**config.mk**
```make
export PLATFORM = sky130hd
export DESIGN_NAME = mirq_core
export DESIGN_NICKNAME = d
export VERILOG_FILES = /design/src/shared/mirq_pkg.sv /design/src/hdl/mirq_edge_det.sv /design/src/hdl/mirq_prio_enc.sv /design/src/hdl/mirq_core.sv
export VERILOG_INCLUDE_DIRS = /design/src /design/src/shared
export SDC_FILE = /design/constraint.sdc
export NUM_CORES = 1
export LEC_CHECK = 0
export ABC_AREA = 0
export BUFFER_PORTS_ARGS = -buffer_cell sky130_fd_sc_hd__buf_2
export CORE_UTILIZATION = 52
export CTS_CLUSTER_SIZE = 12
export DETAILED_ROUTE_END_ITERATION = 16
export MAX_ROUTING_LAYER = met4
export PLACE_DENSITY_LB_ADDON = 0.05
export SLEW_MARGIN = 20
export SYNTH_ARGS = -nofsm -noshare
export SYNTH_HDL_FRONTEND = slang
export SYNTH_SLANG_ARGS = --single-unit
```
**constraint.sdc**
```tcl
create_clock -name core_clk -period 3.9 [get_ports core_clk]
set_input_delay 0 -clock core_clk [delete_from_list [all_inputs] [get_ports core_clk]]
set_output_delay 0 -clock core_clk [all_outputs]
set_load 0.02 [all_outputs]
```
**src/shared/mirq_params.svh**
```systemverilog
// Named offsets, field positions, reset values and counts of the interrupt request block.
`ifndef MIRQ_PARAMS_SVH
`define MIRQ_PARAMS_SVH

// ****************************************************************
// Register byte offsets on the bus
// ****************************************************************
`define MIRQ_OFF_EDGE 8'h00
`define MIRQ_OFF_PRI 8'h04
`define MIRQ_OFF_SEC 8'h08
`define MIRQ_OFF_GRPA 8'h0c
`define MIRQ_OFF_GRPB 8'h10
`define MIRQ_ADDR_W 8

// ****************************************************************
// Reset values and implemented-bit masks
// ****************************************************************
`define MIRQ_RST_BYTE 8'h00
`define MIRQ_EDGE_MASK 8'h0f
`define MIRQ_PRI_MASK 8'h7f
`define MIRQ_SEC_MASK 8'h77
`define MIRQ_GRPB_MASK0 8'h11
`define MIRQ_GRPB_MASK1 8'h33
`define MIRQ_GRPB_MASK2 8'h77

// ****************************************************************
// Field positions
// ****************************************************************
`define MIRQ_EDGE_P0_LO 0
`define MIRQ_EDGE_P0_HI 1
`define MIRQ_EDGE_P1_LO 2
`define MIRQ_EDGE_P1_HI 3
`define MIRQ_PRI_EMI 0
`define MIRQ_PRI_P0E 1
`define MIRQ_PRI_P1E 2
`define MIRQ_PRI_T0E 3
`define MIRQ_PRI_P0F 4
`define MIRQ_PRI_P1F 5
`define MIRQ_PRI_T0F 6
`define MIRQ_SEC_T1E 0
`define MIRQ_SEC_SME 1
`define MIRQ_SEC_MFE 2
`define MIRQ_SEC_T1F 4
`define MIRQ_SEC_SMF 5
`define MIRQ_SEC_MFF 6
`define MIRQ_GA_TBE 2
`define MIRQ_GA_ADF 4
`define MIRQ_GA_TBF 6
`define MIRQ_FLAG_LO 4
`define MIRQ_FLAG_HI 7
`define MIRQ_EN_LO 0
`define MIRQ_EN_HI 3

// ****************************************************************
// Source indices in priority order and their vectors
// ****************************************************************
`define MIRQ_SRC_P0 3'h0
`define MIRQ_SRC_P1 3'h1
`define MIRQ_SRC_T0 3'h2
`define MIRQ_SRC_T1 3'h3
`define MIRQ_SRC_SM 3'h4
`define MIRQ_SRC_GRP 3'h5
`define MIRQ_NUM_SRC 6
`define MIRQ_VEC_P0 8'h04
`define MIRQ_VEC_P1 8'h08
`define MIRQ_VEC_T0 8'h0c
`define MIRQ_VEC_T1 8'h10
`define MIRQ_VEC_SM 8'h14
`define MIRQ_VEC_GRP 8'h18

// ****************************************************************
// Timing
// ****************************************************************
`define MIRQ_INSTR_DIV 4
`define MIRQ_DIV_W 4

`endif

```
**src/shared/mirq_pkg.sv**
```systemverilog
// Types shared by the interrupt request block.
package mirq_pkg;
  // Edge selector codes of an external pin.
  typedef enum logic [1:0]
  {
    EDGE_OFF = 2'b00,
    EDGE_RISE = 2'b01,
    EDGE_FALL = 2'b10,
    EDGE_BOTH = 2'b11
  } mirq_edge_t;

  // Service handshake towards the core.
  typedef enum logic [0:0]
  {
    SRV_IDLE = 1'b0,
    SRV_REQ = 1'b1
  } mirq_srv_t;

  // Vector address and source index.
  typedef logic [7:0] mirq_vec_t;
  typedef logic [2:0] mirq_src_t;
endpackage

```
**src/hdl/mirq_edge_det.sv**
```systemverilog
// Synchronised edge detector for one external interrupt pin.
`timescale 1ns/1ps
module mirq_edge_det
  import mirq_pkg::*;
(
  // Clock and reset.
  input wire logic core_clk,
  input wire logic nrst,
  // Pin and selection.
  input wire logic pin,
  input wire logic [1:0] sel,
  input wire logic arm,
  // Detected edge, one cycle.
  output logic hit
);
  // ****************************************************************
  // Synchroniser and history
  // ****************************************************************
  logic meta_q; // First stage, read only by the second stage.
  logic sync_q; // Second stage, safe to use.
  logic prev_q; // Previous synchronised level.
  logic hit_q; // Registered hit.

  // Two flops bring the pin into the clock domain before any logic reads it.
  always_ff @(posedge core_clk or negedge nrst)
  begin
    if (!nrst)
    begin
      meta_q <= 1'b0;
      sync_q <= 1'b0;
      prev_q <= 1'b0;
    end
    else
    begin
      meta_q <= pin;
      sync_q <= meta_q;
      prev_q <= sync_q;
    end
  end

  // Low selector bit enables rising edges, high bit falling; code zero is off.
  always_ff @(posedge core_clk or negedge nrst)
  begin
    if (!nrst)
      hit_q <= 1'b0;
    else
      hit_q <= arm & (((sync_q & ~prev_q) & sel[0]) | ((~sync_q & prev_q) & sel[1]));
  end

  assign hit = hit_q;
endmodule

```
**src/hdl/mirq_prio_enc.sv**
```systemverilog
// Fixed-priority encoder: lowest index wins.
`timescale 1ns/1ps
module mirq_prio_enc
#(
  parameter int N = 6
)
(
  // Requests, bit zero highest priority.
  input wire logic [N-1:0] req,
  // Winner.
  output logic [2:0] idx,
  output logic any
);
  // Scan from lowest priority up so the highest one overwrites.
  always_comb
  begin
    idx = 3'h0;
    any = 1'b0;
    for (int i = N - 1; i >= 0; i--)
    begin
      if (req[i])
      begin
        idx = i[2:0];
        any = 1'b1;
      end
    end
  end

  generate
    if (N > 8 || N < 1)
    begin : g_bad_n
      $error("mirq_prio_enc supports one to eight requests");
    end
  endgenerate
endmodule

```
**src/hdl/mirq_core.sv**
```systemverilog
// Interrupt request, flag and enable logic with an AHB-Lite register slave.
//
// Implementation choices: register access over AHB-Lite and the register offsets.
`timescale 1ns/1ps
`include "mirq_params.svh"

// What this block does
// - Pin interrupt needs global, pin enable, edge code
// - Edge code: off, rising, falling, both
// - Selected pin transition sets pin flag
// - Pin zero vectors 04H, pin one 08H
// - Pin service clears its flag and global
// - Pin works only enabled and set as input
// - Pull-high selection stays valid during interrupt use
// - No request taken while return stack full
// - Primary register holds global, enables, flags
// - Secondary register holds timer one, serial, group
// - Group register A holds four flags, enables
// - Group register B holds SPI, timer flags
// - Timer overflow sets flag, needs global, enable
// - Timer service clears its flag and global
// - Time base overflow sets flag, needs enables
// - Time base service clears its flag, global
// - Conversion done sets flag, group vector
// - Conversion service clears group flag, global only
// - Serial byte sets flag, needs three enables
// - Serial service clears group flag, global only
// - Fixed priority, group sources share 18H
// - Any member flag set sets group flag
// - Flags stay set until serviced or cleared
// - Request presented on instruction cycle boundary
module mirq_core
  import mirq_pkg::*;
#(
  parameter int EXTRA_TIMERS = 2,
  parameter int INSTR_DIV = `MIRQ_INSTR_DIV,
  parameter bit GROUP_EN_HIGH = 1'b1
)
(
  // Clock and reset.
  input wire logic core_clk,
  input wire logic nrst,
  // AHB-Lite slave.
  input wire logic hsel,
  input wire logic [31:0] haddr,
  input wire logic [1:0] htrans,
  input wire logic hwrite,
  input wire logic [2:0] hsize,
  input wire logic [31:0] hwdata,
  input wire logic hready,
  output logic [31:0] hrdata,
  output logic hreadyout,
  output logic hresp,
  // External pins and port setup.
  input wire logic ext_irq_pin_zero,
  input wire logic ext_irq_pin_one,
  input wire logic port_a_dir_four,
  input wire logic port_a_dir_six,
  input wire logic [1:0] pullup_sel,
  output logic [1:0] pin_pullup_en,
  // Peripheral event pulses.
  input wire logic timer_zero_ovf,
  input wire logic timer_one_ovf,
  input wire logic timer_two_ovf,
  input wire logic timer_three_ovf,
  input wire logic timebase_ovf,
  input wire logic rtc_evt,
  input wire logic conv_done,
  input wire logic periph_pin_evt,
  input wire logic serial_byte_done,
  input wire logic spi_unit_done,
  // Core handshake.
  input wire logic stack_full,
  input wire logic irq_ack,
  output logic irq_req,
  output logic [7:0] irq_vector
);
  // ****************************************************************
  // Parameter checks and derived constants
  // ****************************************************************
  generate
    if (EXTRA_TIMERS < 0 || EXTRA_TIMERS > 2 || INSTR_DIV < 1 || INSTR_DIV > 15)
    begin : g_bad_param
      $error("mirq_core parameters out of range");
    end
  endgenerate

  // Implemented bits of group register B depend on the number of extra timers.
  localparam logic [7:0] GRPB_MASK = (EXTRA_TIMERS == 0) ? `MIRQ_GRPB_MASK0 :
                                     (EXTRA_TIMERS == 1) ? `MIRQ_GRPB_MASK1 : `MIRQ_GRPB_MASK2;
  localparam logic [`MIRQ_DIV_W-1:0] DIV_LAST = 4'(INSTR_DIV - 1);

  // ****************************************************************
  // Storage
  // ****************************************************************
  logic [7:0] edge_q; // Edge selectors.
  logic [7:0] pri_q; // Global, pin and timer zero controls.
  logic [7:0] sec_q; // Timer one, serial and group controls.
  logic [7:0] grpa_q; // Group member flags and enables.
  logic [7:0] grpb_q; // SPI and extra timer flags and enables.
  logic wr_pend_q; // Write data phase pending.
  logic rd_pend_q; // Read wait state pending.
  logic [`MIRQ_ADDR_W-1:0] addr_q; // Latched address.
  logic [31:0] hrdata_q; // Read data.
  logic hready_q; // Slave ready.
  logic hresp_q; // Always OKAY.
  logic [`MIRQ_DIV_W-1:0] div_q; // Instruction cycle divider.
  logic tick_q; // One pulse per instruction cycle.
  mirq_srv_t srv_q; // Service state.
  mirq_src_t src_q; // Source being serviced.
  logic req_q; // Request to the core.
  mirq_vec_t vec_q; // Vector to the core.
  logic [1:0] pull_q; // Pull-high enables.

  // ****************************************************************
  // Bus decode
  // ****************************************************************
  logic addr_ok; // Address phase accepted.
  logic wr_edge, wr_pri, wr_sec, wr_grpa, wr_grpb; // Register write strobes.
  logic [7:0] wbyte; // Written byte.

  // Only NONSEQ or SEQ with the bus ready start a transfer; hsize is ignored, words only.
  assign addr_ok = hsel & htrans[1] & hready;
  assign wbyte = hwdata[7:0];
  assign wr_edge = wr_pend_q & (addr_q == `MIRQ_OFF_EDGE);
  assign wr_pri = wr_pend_q & (addr_q == `MIRQ_OFF_PRI);
  assign wr_sec = wr_pend_q & (addr_q == `MIRQ_OFF_SEC);
  assign wr_grpa = wr_pend_q & (addr_q == `MIRQ_OFF_GRPA);
  assign wr_grpb = wr_pend_q & (addr_q == `MIRQ_OFF_GRPB);

  // Reads take one wait state so that a read right behind a write sees the new value.
  always_ff @(posedge core_clk or negedge nrst)
  begin
    if (!nrst)
    begin
      wr_pend_q <= 1'b0;
      rd_pend_q <= 1'b0;
      addr_q <= '0;
      hready_q <= 1'b1;
      hresp_q <= 1'b0;
    end
    else
    begin
      wr_pend_q <= addr_ok & hwrite;
      rd_pend_q <= addr_ok & ~hwrite;
      hready_q <= ~(addr_ok & ~hwrite);
      hresp_q <= 1'b0;
      if (addr_ok)
        addr_q <= haddr[`MIRQ_ADDR_W-1:0];
    end
  end

  // Read mux; unmapped addresses and unimplemented bits read as zero.
  always_ff @(posedge core_clk or negedge nrst)
  begin
    if (!nrst)
      hrdata_q <= '0;
    else if (rd_pend_q)
    begin
      unique case (addr_q)
        `MIRQ_OFF_EDGE: hrdata_q <= {24'h000000, edge_q};
        `MIRQ_OFF_PRI: hrdata_q <= {24'h000000, pri_q};
        `MIRQ_OFF_SEC: hrdata_q <= {24'h000000, sec_q};
        `MIRQ_OFF_GRPA: hrdata_q <= {24'h000000, grpa_q};
        `MIRQ_OFF_GRPB: hrdata_q <= {24'h000000, grpb_q};
        default: hrdata_q <= '0;
      endcase
    end
  end

  // ****************************************************************
  // Pin detection
  // ****************************************************************
  logic arm0, arm1; // Pin may raise a flag.
  logic hit0, hit1; // Detected edges.

  // A pin takes part only when enabled, set as input and its selector is not off.
  assign arm0 = pri_q[`MIRQ_PRI_P0E] & port_a_dir_four & (edge_q[1:0] != EDGE_OFF);
  assign arm1 = pri_q[`MIRQ_PRI_P1E] & port_a_dir_six & (edge_q[3:2] != EDGE_OFF);

  mirq_edge_det u_det0
  (
    .core_clk(core_clk),
    .nrst(nrst),
    .pin(ext_irq_pin_zero),
    .sel(edge_q[`MIRQ_EDGE_P0_HI:`MIRQ_EDGE_P0_LO]),
    .arm(arm0),
    .hit(hit0)
  );

  mirq_edge_det u_det1
  (
    .core_clk(core_clk),
    .nrst(nrst),
    .pin(ext_irq_pin_one),
    .sel(edge_q[`MIRQ_EDGE_P1_HI:`MIRQ_EDGE_P1_LO]),
    .arm(arm1),
    .hit(hit1)
  );

  // Pull-high choice passes through untouched by interrupt use.
  always_ff @(posedge core_clk or negedge nrst)
  begin
    if (!nrst)
      pull_q <= 2'b00;
    else
      pull_q <= pullup_sel;
  end

  // ****************************************************************
  // Sources and priority
  // ****************************************************************
  logic [3:0] ga_set; // Group A hardware sets.
  logic [3:0] gb_set; // Group B hardware sets, bit 3 unused.
  logic [3:0] ga_en, gb_en; // Group enables at active-high sense.
  logic grp_hit; // An enabled member flag is set.
  logic [`MIRQ_NUM_SRC-1:0] src_req; // Requests in priority order.
  mirq_src_t win_idx; // Winner.
  logic win_any; // Any winner.
  logic ack_fire; // Core acknowledges service.

  assign ga_set = {periph_pin_evt, timebase_ovf, rtc_evt, conv_done};
  assign gb_set = {1'b0, timer_three_ovf, timer_two_ovf, spi_unit_done} & GRPB_MASK[7:4];
  // The printed sub-enable sense is ambiguous, so it is a parameter.
  assign ga_en = GROUP_EN_HIGH ? grpa_q[3:0] : ~grpa_q[3:0];
  assign gb_en = (GROUP_EN_HIGH ? grpb_q[3:0] : ~grpb_q[3:0]) & GRPB_MASK[3:0];
  assign grp_hit = |(grpa_q[7:4] & ga_en) | |(grpb_q[7:4] & gb_en);
  assign src_req[`MIRQ_SRC_P0] = pri_q[`MIRQ_PRI_P0F] & pri_q[`MIRQ_PRI_P0E];
  assign src_req[`MIRQ_SRC_P1] = pri_q[`MIRQ_PRI_P1F] & pri_q[`MIRQ_PRI_P1E];
  assign src_req[`MIRQ_SRC_T0] = pri_q[`MIRQ_PRI_T0F] & pri_q[`MIRQ_PRI_T0E];
  assign src_req[`MIRQ_SRC_T1] = sec_q[`MIRQ_SEC_T1F] & sec_q[`MIRQ_SEC_T1E];
  assign src_req[`MIRQ_SRC_SM] = sec_q[`MIRQ_SEC_SMF] & sec_q[`MIRQ_SEC_SME] & sec_q[`MIRQ_SEC_MFE];
  assign src_req[`MIRQ_SRC_GRP] = sec_q[`MIRQ_SEC_MFF] & sec_q[`MIRQ_SEC_MFE] & grp_hit;
  assign ack_fire = (srv_q == SRV_REQ) & irq_ack;

  mirq_prio_enc #(.N(`MIRQ_NUM_SRC)) u_prio
  (
    .req(src_req),
    .idx(win_idx),
    .any(win_any)
  );

  // ****************************************************************
  // Flag and enable registers
  // ****************************************************************
  // Edge selectors: plain storage.
  always_ff @(posedge core_clk or negedge nrst)
  begin
    if (!nrst)
      edge_q <= `MIRQ_RST_BYTE;
    else if (wr_edge)
      edge_q <= wbyte & `MIRQ_EDGE_MASK;
  end

  // Later assignments win, so service beats software and hardware sets beat both.
  always_ff @(posedge core_clk or negedge nrst)
  begin
    if (!nrst)
      pri_q <= `MIRQ_RST_BYTE;
    else
    begin
      if (wr_pri)
        pri_q <= wbyte & `MIRQ_PRI_MASK;
      if (ack_fire)
      begin
        pri_q[`MIRQ_PRI_EMI] <= 1'b0;
        if (src_q == `MIRQ_SRC_P0)
          pri_q[`MIRQ_PRI_P0F] <= 1'b0;
        if (src_q == `MIRQ_SRC_P1)
          pri_q[`MIRQ_PRI_P1F] <= 1'b0;
        if (src_q == `MIRQ_SRC_T0)
          pri_q[`MIRQ_PRI_T0F] <= 1'b0;
      end
      if (hit0)
        pri_q[`MIRQ_PRI_P0F] <= 1'b1;
      if (hit1)
        pri_q[`MIRQ_PRI_P1F] <= 1'b1;
      if (timer_zero_ovf)
        pri_q[`MIRQ_PRI_T0F] <= 1'b1;
    end
  end

  // Serial service clears only the group flag; its own flag waits for software.
  always_ff @(posedge core_clk or negedge nrst)
  begin
    if (!nrst)
      sec_q <= `MIRQ_RST_BYTE;
    else
    begin
      if (wr_sec)
        sec_q <= wbyte & `MIRQ_SEC_MASK;
      if (ack_fire && src_q == `MIRQ_SRC_T1)
        sec_q[`MIRQ_SEC_T1F] <= 1'b0;
      if (ack_fire && (src_q == `MIRQ_SRC_SM || src_q == `MIRQ_SRC_GRP))
        sec_q[`MIRQ_SEC_MFF] <= 1'b0;
      if (timer_one_ovf)
        sec_q[`MIRQ_SEC_T1F] <= 1'b1;
      if (serial_byte_done)
        sec_q[`MIRQ_SEC_SMF] <= 1'b1;
      if (serial_byte_done || (|ga_set) || (|gb_set))
        sec_q[`MIRQ_SEC_MFF] <= 1'b1;
    end
  end

  // Group A flags stay set on service except time base, which clears itself.
  always_ff @(posedge core_clk or negedge nrst)
  begin
    if (!nrst)
      grpa_q <= `MIRQ_RST_BYTE;
    else
    begin
      if (wr_grpa)
        grpa_q <= wbyte;
      if (ack_fire && src_q == `MIRQ_SRC_GRP && ga_en[`MIRQ_GA_TBE])
        grpa_q[`MIRQ_GA_TBF] <= 1'b0;
      grpa_q[`MIRQ_FLAG_HI:`MIRQ_FLAG_LO] <= (wr_grpa ? wbyte[7:4] : grpa_q[7:4]) &
        ~((ack_fire && src_q == `MIRQ_SRC_GRP && ga_en[`MIRQ_GA_TBE]) ? 4'h4 : 4'h0) | ga_set;
    end
  end

  // Group B flags are only ever cleared by software.
  always_ff @(posedge core_clk or negedge nrst)
  begin
    if (!nrst)
      grpb_q <= `MIRQ_RST_BYTE;
    else
    begin
      if (wr_grpb)
        grpb_q <= wbyte & GRPB_MASK;
      grpb_q[`MIRQ_FLAG_HI:`MIRQ_FLAG_LO] <= ((wr_grpb ? wbyte[7:4] : grpb_q[7:4]) | gb_set) & GRPB_MASK[7:4];
    end
  end

  // ****************************************************************
  // Instruction cycle divider
  // ****************************************************************
  // Requests are sampled once per instruction cycle, like the core's own fetch slot.
  always_ff @(posedge core_clk or negedge nrst)
  begin
    if (!nrst)
    begin
      div_q <= '0;
      tick_q <= 1'b0;
    end
    else
    begin
      div_q <= (div_q == DIV_LAST) ? '0 : div_q + 4'h1;
      tick_q <= (div_q == DIV_LAST);
    end
  end

  // ****************************************************************
  // Service sequencer
  // ****************************************************************
  // The request is held until the core acknowledges; a full stack blocks acceptance.
  always_ff @(posedge core_clk or negedge nrst)
  begin
    if (!nrst)
    begin
      srv_q <= SRV_IDLE;
      src_q <= `MIRQ_SRC_P0;
      req_q <= 1'b0;
      vec_q <= '0;
    end
    else
    begin
      unique case (srv_q)
        SRV_IDLE:
        begin
          if (tick_q && win_any && pri_q[`MIRQ_PRI_EMI] && !stack_full)
          begin
            srv_q <= SRV_REQ;
            src_q <= win_idx;
            req_q <= 1'b1;
            unique case (win_idx)
              `MIRQ_SRC_P0: vec_q <= `MIRQ_VEC_P0;
              `MIRQ_SRC_P1: vec_q <= `MIRQ_VEC_P1;
              `MIRQ_SRC_T0: vec_q <= `MIRQ_VEC_T0;
              `MIRQ_SRC_T1: vec_q <= `MIRQ_VEC_T1;
              `MIRQ_SRC_SM: vec_q <= `MIRQ_VEC_SM;
              default: vec_q <= `MIRQ_VEC_GRP;
            endcase
          end
        end
        SRV_REQ:
        begin
          if (irq_ack)
          begin
            srv_q <= SRV_IDLE;
            req_q <= 1'b0;
          end
        end
      endcase
    end
  end

  assign hrdata = hrdata_q;
  assign hreadyout = hready_q;
  assign hresp = hresp_q;
  assign pin_pullup_en = pull_q;
  assign irq_req = req_q;
  assign irq_vector = vec_q;
endmodule

```
==> qor.yml, run 1 <==
status: "completed"
fill_cells: 505
vias: 2523
fin_nets: 478
async_flop_share_pct: 100
reg2reg_to: "grpb_q[4]$_DFF_PN0_"
root_buffer: "clkbuf_8"
top_layer: "met4"
row_count: 29
fin_util_pct: 68.0
synth_top_family_by_area: "multiplexers"
drc: 0
track_usage_pct: 23.1
yosys.area_share.adder_pct: 0.361
yosys.area.top_type: "dfrtp_1"
cp-start-kind: "flop"
synth_compound_area_share_pct: 12.1
initial_utilization_pct: 54.3
grt_pass1_vias: 2454
grt_pass1_wl_um: 11900
relSlewSlack_pct: 48.8
syn_area_mm2: 0.00347
core-area_mm2: 0.00639
cp_data_required_time_ns: 4.13
wl_met1_um: 3330
power.density_mw_per_mm2: 397
cts_tree: "yes"
antenna_cells: 0
synth_cell_type_count: 46
worst_pin_slew_ns: 0.767
wl_per_cell_um: 15.7
hpwl_um: 5010
grt_max_degree: 39
synthSimpleGateAreaFrac_pct: 10.8
yosysTopAreaCellShare_pct: 51.9
cts_buffer_depth: 2
clk_latency_ns: 0.36
multi_input_area_mm2: 0.00143
clkSlewWorstSetupHoldPaths_ns: 0.08
seqCellArea_mm2: 0.00183
clock-skew-final_ns: 0.0101
ys_seq_area_share_pct: 52.7
ys_warn_count: 0
drt.antenna.violating_nets: 0
startpoint: "addr_q[2]$_DFFE_PN0P_"
netlist_top_cells_count: "dfrtp_1 (72), buf_4 (31), mux2_2 (30)"
cts_buffers: 9
ioPinCount: 137
port_buffers: 54
reg2reg_depth: 6
die_x_um: 83.7
dr.pass1.iters: 4
criticalPathCategory: "flop to flop"
ys_ff_latch: 73
min_period_over_period_pct: 74.5
cp-endpoint: "grpb_q[4]$_DFF_PN0_"
yosysMostFrequentCell: "dfrtp_1"
r2r_start: "addr_q[2]$_DFFE_PN0P_"
muxShareOfSynthArea_pct: 14.3
hold_class: "input pin to flop"
drt_iter0_drc: 191
antenna_found_initial: 0
gp_congestion: 0.795
wl_um: 7330
synth_top_cells_by_area: "dfrtp_1 (52%), mux2_2 (9.7%), buf_4 (6.7%)"
hold_viol_final: 0
fmax_mhz: 344
syn_inst: 283
cts.sinks: 73
dieArea_mm2: 0.00700
die_h_um: 83.7
maxCapViolCount: 0
synth_area_per_cell_um2: 12.3
rrSetupSlack_ns: 0.99
grt_overflow: 0
wl_met3_um: 360
p_leak_uw: 0.00197
setup-tns-final_ns: 0
yosys.area_share.xor_xnor_pct: 0.253
ir_drop_v: 0.000280
crit_fanout: 15
finalCriticalPeriod_ns: 2.91
drv_slew: 0
setup_violations: 0
synth_ff_type: "dfrtp_1"
post_drt_via_cell_ratio: 5.40
rsz0062_at_grt: "no"
synth-edff-count: 0
drive_gt1_share_pct: 28.7
htreeDepth: 3
worstPathArrival_ns: 3.14
cts_resized: 0
crit_path_end_kind: "flop"
wl_met2_um: 3500
areaGrowthSynthToFinish_pct: 25.2
metal layers:
metal / up-vias / GRT usage (%)
met5: - / -
met4: 0 / 10.8
met3: 11 / 3.36
met2: 98 / 35.8
met1: 1231 / 30.2
li1: 1183 / -
cell families (layout without fill, tap and decap cells):
family | count (synthesis) | count (layout)
other cells | 1 | 30
fa+ha+maj | 1 | 1
mux | 42 | 42
simple gates | 57 | 57
compound gates | 57 | 57
flops | 73 | 73
buf+inv | 51 | 129
xor+xnor | 1 | 1
report_power, final:
part           total (uW)  leakage, uW  internal (uW)  switching (uW)
Combinational         204     0.000950            101             103
Sequential            848     0.000906            793            55.1
Clock                 674     0.000110            366             307
area by class of cell:
type / count / area share, %
Sequential cell: 73 / 42.1
Multi-Input combinational cell: 188 / 32.8
Timing Repair Buffer: 99 / 16.4
Clock buffer: 9 / 2.85
Clock inverter: 7 / 2.36
Tap cell: 77 / 2.22
Inverter: 14 / 1.21
worst min path at each step:
stage	from	end	slack [ns]	cells after the start
6_report	hwdata[6]	sec_q[6]$_DFFE_PN0P_	0.04	3
5_1_grt	hwdata[6]	grpa_q[6]$_DFF_PN0_	0.08	3
3_3_place_gp	ext_irq_pin_zero	u_det0.meta_q$_DFF_PN0_	0.11	1
2_1_floorplan	nrst	addr_q[0]$_DFFE_PN0P_	-0.30	0
4_1_cts	hwdata[6]	sec_q[6]$_DFFE_PN0P_	0.03	3
3_5_place_dp	ext_irq_pin_zero	u_det0.meta_q$_DFF_PN0_	0.11	1
state kept, by name (all words and copies together), names as in the netlist, 2 cells and up:
signal         count
div_q              4
grpa_q             8
hrdata             8
edge_q             4
sec_q              6
addr_q             8
src_q              3
pin_pullup_en      2
pri_q              7
grpb_q             6
irq_vector         3
through the flow:
| step | hold slack, ns | total power [uW] | cells | worst slack [ns] | area (um2) |
|---|---|---|---|---|---|
| floorplan | -0.296 | 998 | 312 | 1.90 | 3580 |
| finish | 0.0420 | 1730 | 467 | 0.994 | 4340 |
| detailed placement | 0.109 | 1040 | 409 | 1.55 | 3690 |
| global route | 0.0813 | 1790 | 467 | 0.779 | 4340 |
| global placement | 0.108 | 1040 | 409 | 1.59 | 3690 |
| CTS | 0.0290 | 1740 | 467 | 1.00 | 4340 |
repair_timing:
| item | CTS | global route |
|---|---|---|
| setup buffers | 0 | 0 |
| hold buffers | 42 | 0 |
| hold endpoints to repair | 84 | 0 |
placed cells by master, fill, tap and decap left out, drive strengths merged, types with 5 or more instances in the layout:
master / instances
buf: 57
nand2: 12
nor2b: 8
nor2: 5
a22o: 6
mux2: 30
dlygate4sd3: 42
nand3: 6
inv: 16
mux2i: 9
a211o: 7
clkbuf: 9
o21ai: 7
a22oi: 9
dfrtp: 72
o22ai: 9
nor4: 8
conb: 30
worst max-delay path, cell delays in order (launching register included):
cell and delay [ns]:
dfrtp_1 0.63, nor3b_1 0.74, nor4bb_1 0.31, buf_4 0.22, nor2b_1 0.06, a211o_1 0.26, dlygate4sd3_1 0.57
(Power assumes the default switching activity.)
==> run 2, diff against run 1 <==
--- a/config.mk
+++ b/config.mk
@@ -6,9 +6,9 @@
 export SDC_FILE = /design/constraint.sdc
 export NUM_CORES = 1
 export LEC_CHECK = 0
-export ABC_AREA = 0
+export ABC_AREA = 1
 export BUFFER_PORTS_ARGS = -buffer_cell sky130_fd_sc_hd__buf_2
-export CORE_UTILIZATION = 52
+export CORE_UTILIZATION = 44
 export CTS_CLUSTER_SIZE = 12
 export DETAILED_ROUTE_END_ITERATION = 16
 export MAX_ROUTING_LAYER = met4
==> constraint.sdc (replaced) <==
create_clock -name core_clk -period 2.33 [get_ports core_clk]
set_input_delay 0 -clock core_clk [delete_from_list [all_inputs] [get_ports core_clk]]
set_output_delay 0 -clock core_clk [all_outputs]
set_load 0.02 [all_outputs]
==> qor.yml, run 2 <==
root_buffer: "clkbuf_8"
crit_fanout: 9
post_drt_via_cell_ratio: 4.72
vias: 2817
fmax_mhz: 466
setup-tns-final_ns: 0
initial_utilization_pct: 46.4
fill_cells: 718
yosys.area.top_type: "dfrtp_1"
ys_seq_area_share_pct: 53.5
p_int_uw: 2090
cts_tree: "yes"
timing.hold.ws_ns: 0.0120
cp_top_family: "simple AND/OR/NAND/NOR gates"
status: "completed"
drt_iter0_drc: 187
crit_path_end_kind: "flop"
grt_max_degree: 29
dieArea_mm2: 0.00812
hold_viol_final: 0
criticalPathCategory: "flop to flop"
clkSlewWorstSetupHoldPaths_ns: 0.08
wl_per_cell_um: 13.1
hpwl_um: 5770
path_cells: "nor2_1, nand2_1, nor2_2, nand4_2, nor2_4, inv_1, nor2_1, o31ai_1, dlygate4sd3_1"
path_depth: 9
reg2reg_depth: 9
ioPinCount: 137
pre_cts_ws_ns: 0.543
row_count: 31
ys_ff_latch: 73
postCtsSetupBuffers: 0
p_sw_uw: 719
gp_congestion: 0.866
fin_nets: 586
drt.antenna.violating_nets: 0
synth_area_per_cell_um2: 8.74
cpMaxStageDelayCell: "dlygate4sd3_1"
async_flop_share_pct: 100
ys_warn_count: 0
power_frac_comb_pct: 11.7
drc: 0
synth_top_cells_by_area: "dfrtp_1 (53%), nand2_1 (10%), buf_4 (6.6%)"
switching_share_pct: 25.5
yosysTopAreaCellShare_pct: 52.7
cp-start-kind: "flop"
final_cell_mix: "nand2_1 (92), dfrtp_1 (72), buf_2 (54)"
relSlewSlack_pct: 65.7
areaGrowthSynthToFinish_pct: 25.9
fin_ws_ns: 0.183
clock-skew-final_ns: 0.0105
drive_gt1_share_pct: 17.9
hold_class: "input pin to flop"
syn_inst: 391
holdPathStages: 3
cts_resized: 0
synth_ff_type: "dfrtp_1"
wl_um: 7790
cp_data_required_time_ns: 2.57
postCtsHoldBufs: 39
setup_violations: 0
cts.sinks: 73
die_h_um: 90.1
worstPathArrival_ns: 2.38
worst_pin_slew_ns: 0.513
slowest_delay_ns: 0.57
core-area_mm2: 0.00737
synth_cell_type_count: 35
yosysMostFrequentCell: "nand2_1"
htreeDepth: 3
ir_drop_v: 0.000335
syn_area_mm2: 0.00342
grt_pass1_vias: 2752
grt_overflow: 0
rsz0062_at_grt: "no"
cts_buffer_depth: 2
drv_slew: 0
netlist_top_cells_count: "nand2_1 (92), dfrtp_1 (72), inv_1 (47)"
antenna_cells: 0
cpMostUsedCell: "nor2_1"
crit_buf_inv: 2
layout_commonest_cell: "nand2_1"
clkPwrFrac_pct: 39.2
maxCapViolCount: 0
power.density_mw_per_mm2: 654
antenna_found_initial: 0
pwr-share-seq_pct: 49.1
dr.pass1.iters: 4
port_buffers: 54
finalCriticalPeriod_ns: 2.15
die_x_um: 90.1
clk_latency_ns: 0.35
grt_pass1_wl_um: 13200
synth-edff-count: 0
cts_buffers: 9
min_period_over_period_pct: 92.1
p_leak_uw: 0.00223
track_usage_pct: 21.5
==> run 2: cell count changes in the layout (fill, tap and decap cells not counted), moves of 8 or more <==
cell,change
inv_1,+33
a22oi_1,-9
nor2_1,+26
a21oi_1,+14
nor2b_1,-8
mux2i_1,-9
nand2_1,+80
o21ai_0,+27
mux2_2,-26
==> run 2: layer usage <==
layer | GRT usage (%) | vias up | wire [um]
li1 | - | 1400 | -
met1 | 29.2 | 1332 | 3840
met2 | 32.8 | 73 | 3530
met3 | 3.13 | 12 | 283
met4 | 8.47 | 0 | 141
met5 | - | - | 0
==> run 2: power by group through the flow <==
stage	registers [uW]	logic, uW	clock network (uW)
final	1380	330	1100
after global placement	1410	288	0
after floorplan	1430	186	0
after global routing	1390	369	1170
after CTS	1380	333	1130
after detailed placement	1410	291	0
==> run 2: final cells by class <==
class | instances | area [um2] | area share [%]
timing repair buffer | 95 | 676 | 15.7
clock buffer | 11 | 141 | 3.29
multi-input combinational | 264 | 1270 | 29.4
clock inverter | 5 | 78.8 | 1.83
tap | 99 | 124 | 2.88
inverter | 50 | 188 | 4.36
sequential | 73 | 1830 | 42.5
==> run 2: final timing paths <==
kind,start,end,slack [ns]
min,hwdata[6],pri_q[6]$_DFF_PN0_,0.01
min in group asynchronous,nrst,srv_q$_DFF_PN0_,0.15
max reg2reg,addr_q[5]$_DFFE_PN0P_,sec_q[4]$_DFFE_PN0P_,0.18
min reg2reg,u_det1.meta_q$_DFF_PN0_,u_det1.sync_q$_DFF_PN0_,0.35
max,addr_q[5]$_DFFE_PN0P_,sec_q[4]$_DFFE_PN0P_,0.18
max in group asynchronous,nrst,hreadyout$_DFF_PN1_,1.42
==> run 2: logic make-up (layout without fill, tap and decap cells) <==
group                    count (synthesis)  in the layout  share of synthesized area, %
other                                    1             30                         0.110
flip-flops                              73             73                          53.5
buffers and inverters                   83            161                          12.6
multiplexers                             4              4                          1.32
AND/OR/NAND/NOR                        163            163                          21.2
adder cells (fa/ha/maj)                  1              1                         0.366
XOR/XNOR                                 1              1                         0.256
AO/OA/AOI/OAI                           65             65                          10.7
==> run 2: tightest hold or removal path: cells and delay by family <==
family,cells,cell delay (ns)
buffers and inverters,1,0.13
and+or+nand+nor,1,0.11
AOI/OAI and AO/OA,1,0.07
==> run 2: stage by stage <==
step	instance area (um2)	cells	total power [uW]	utilization [%]
after floorplan	3530	420	1610	-
after global placement	3690	542	1690	50.1
after detailed placement	3690	542	1700	50.1
after CTS	4300	597	2850	58.4
after global routing	4300	597	2930	58.4
final	4300	597	2810	58.4
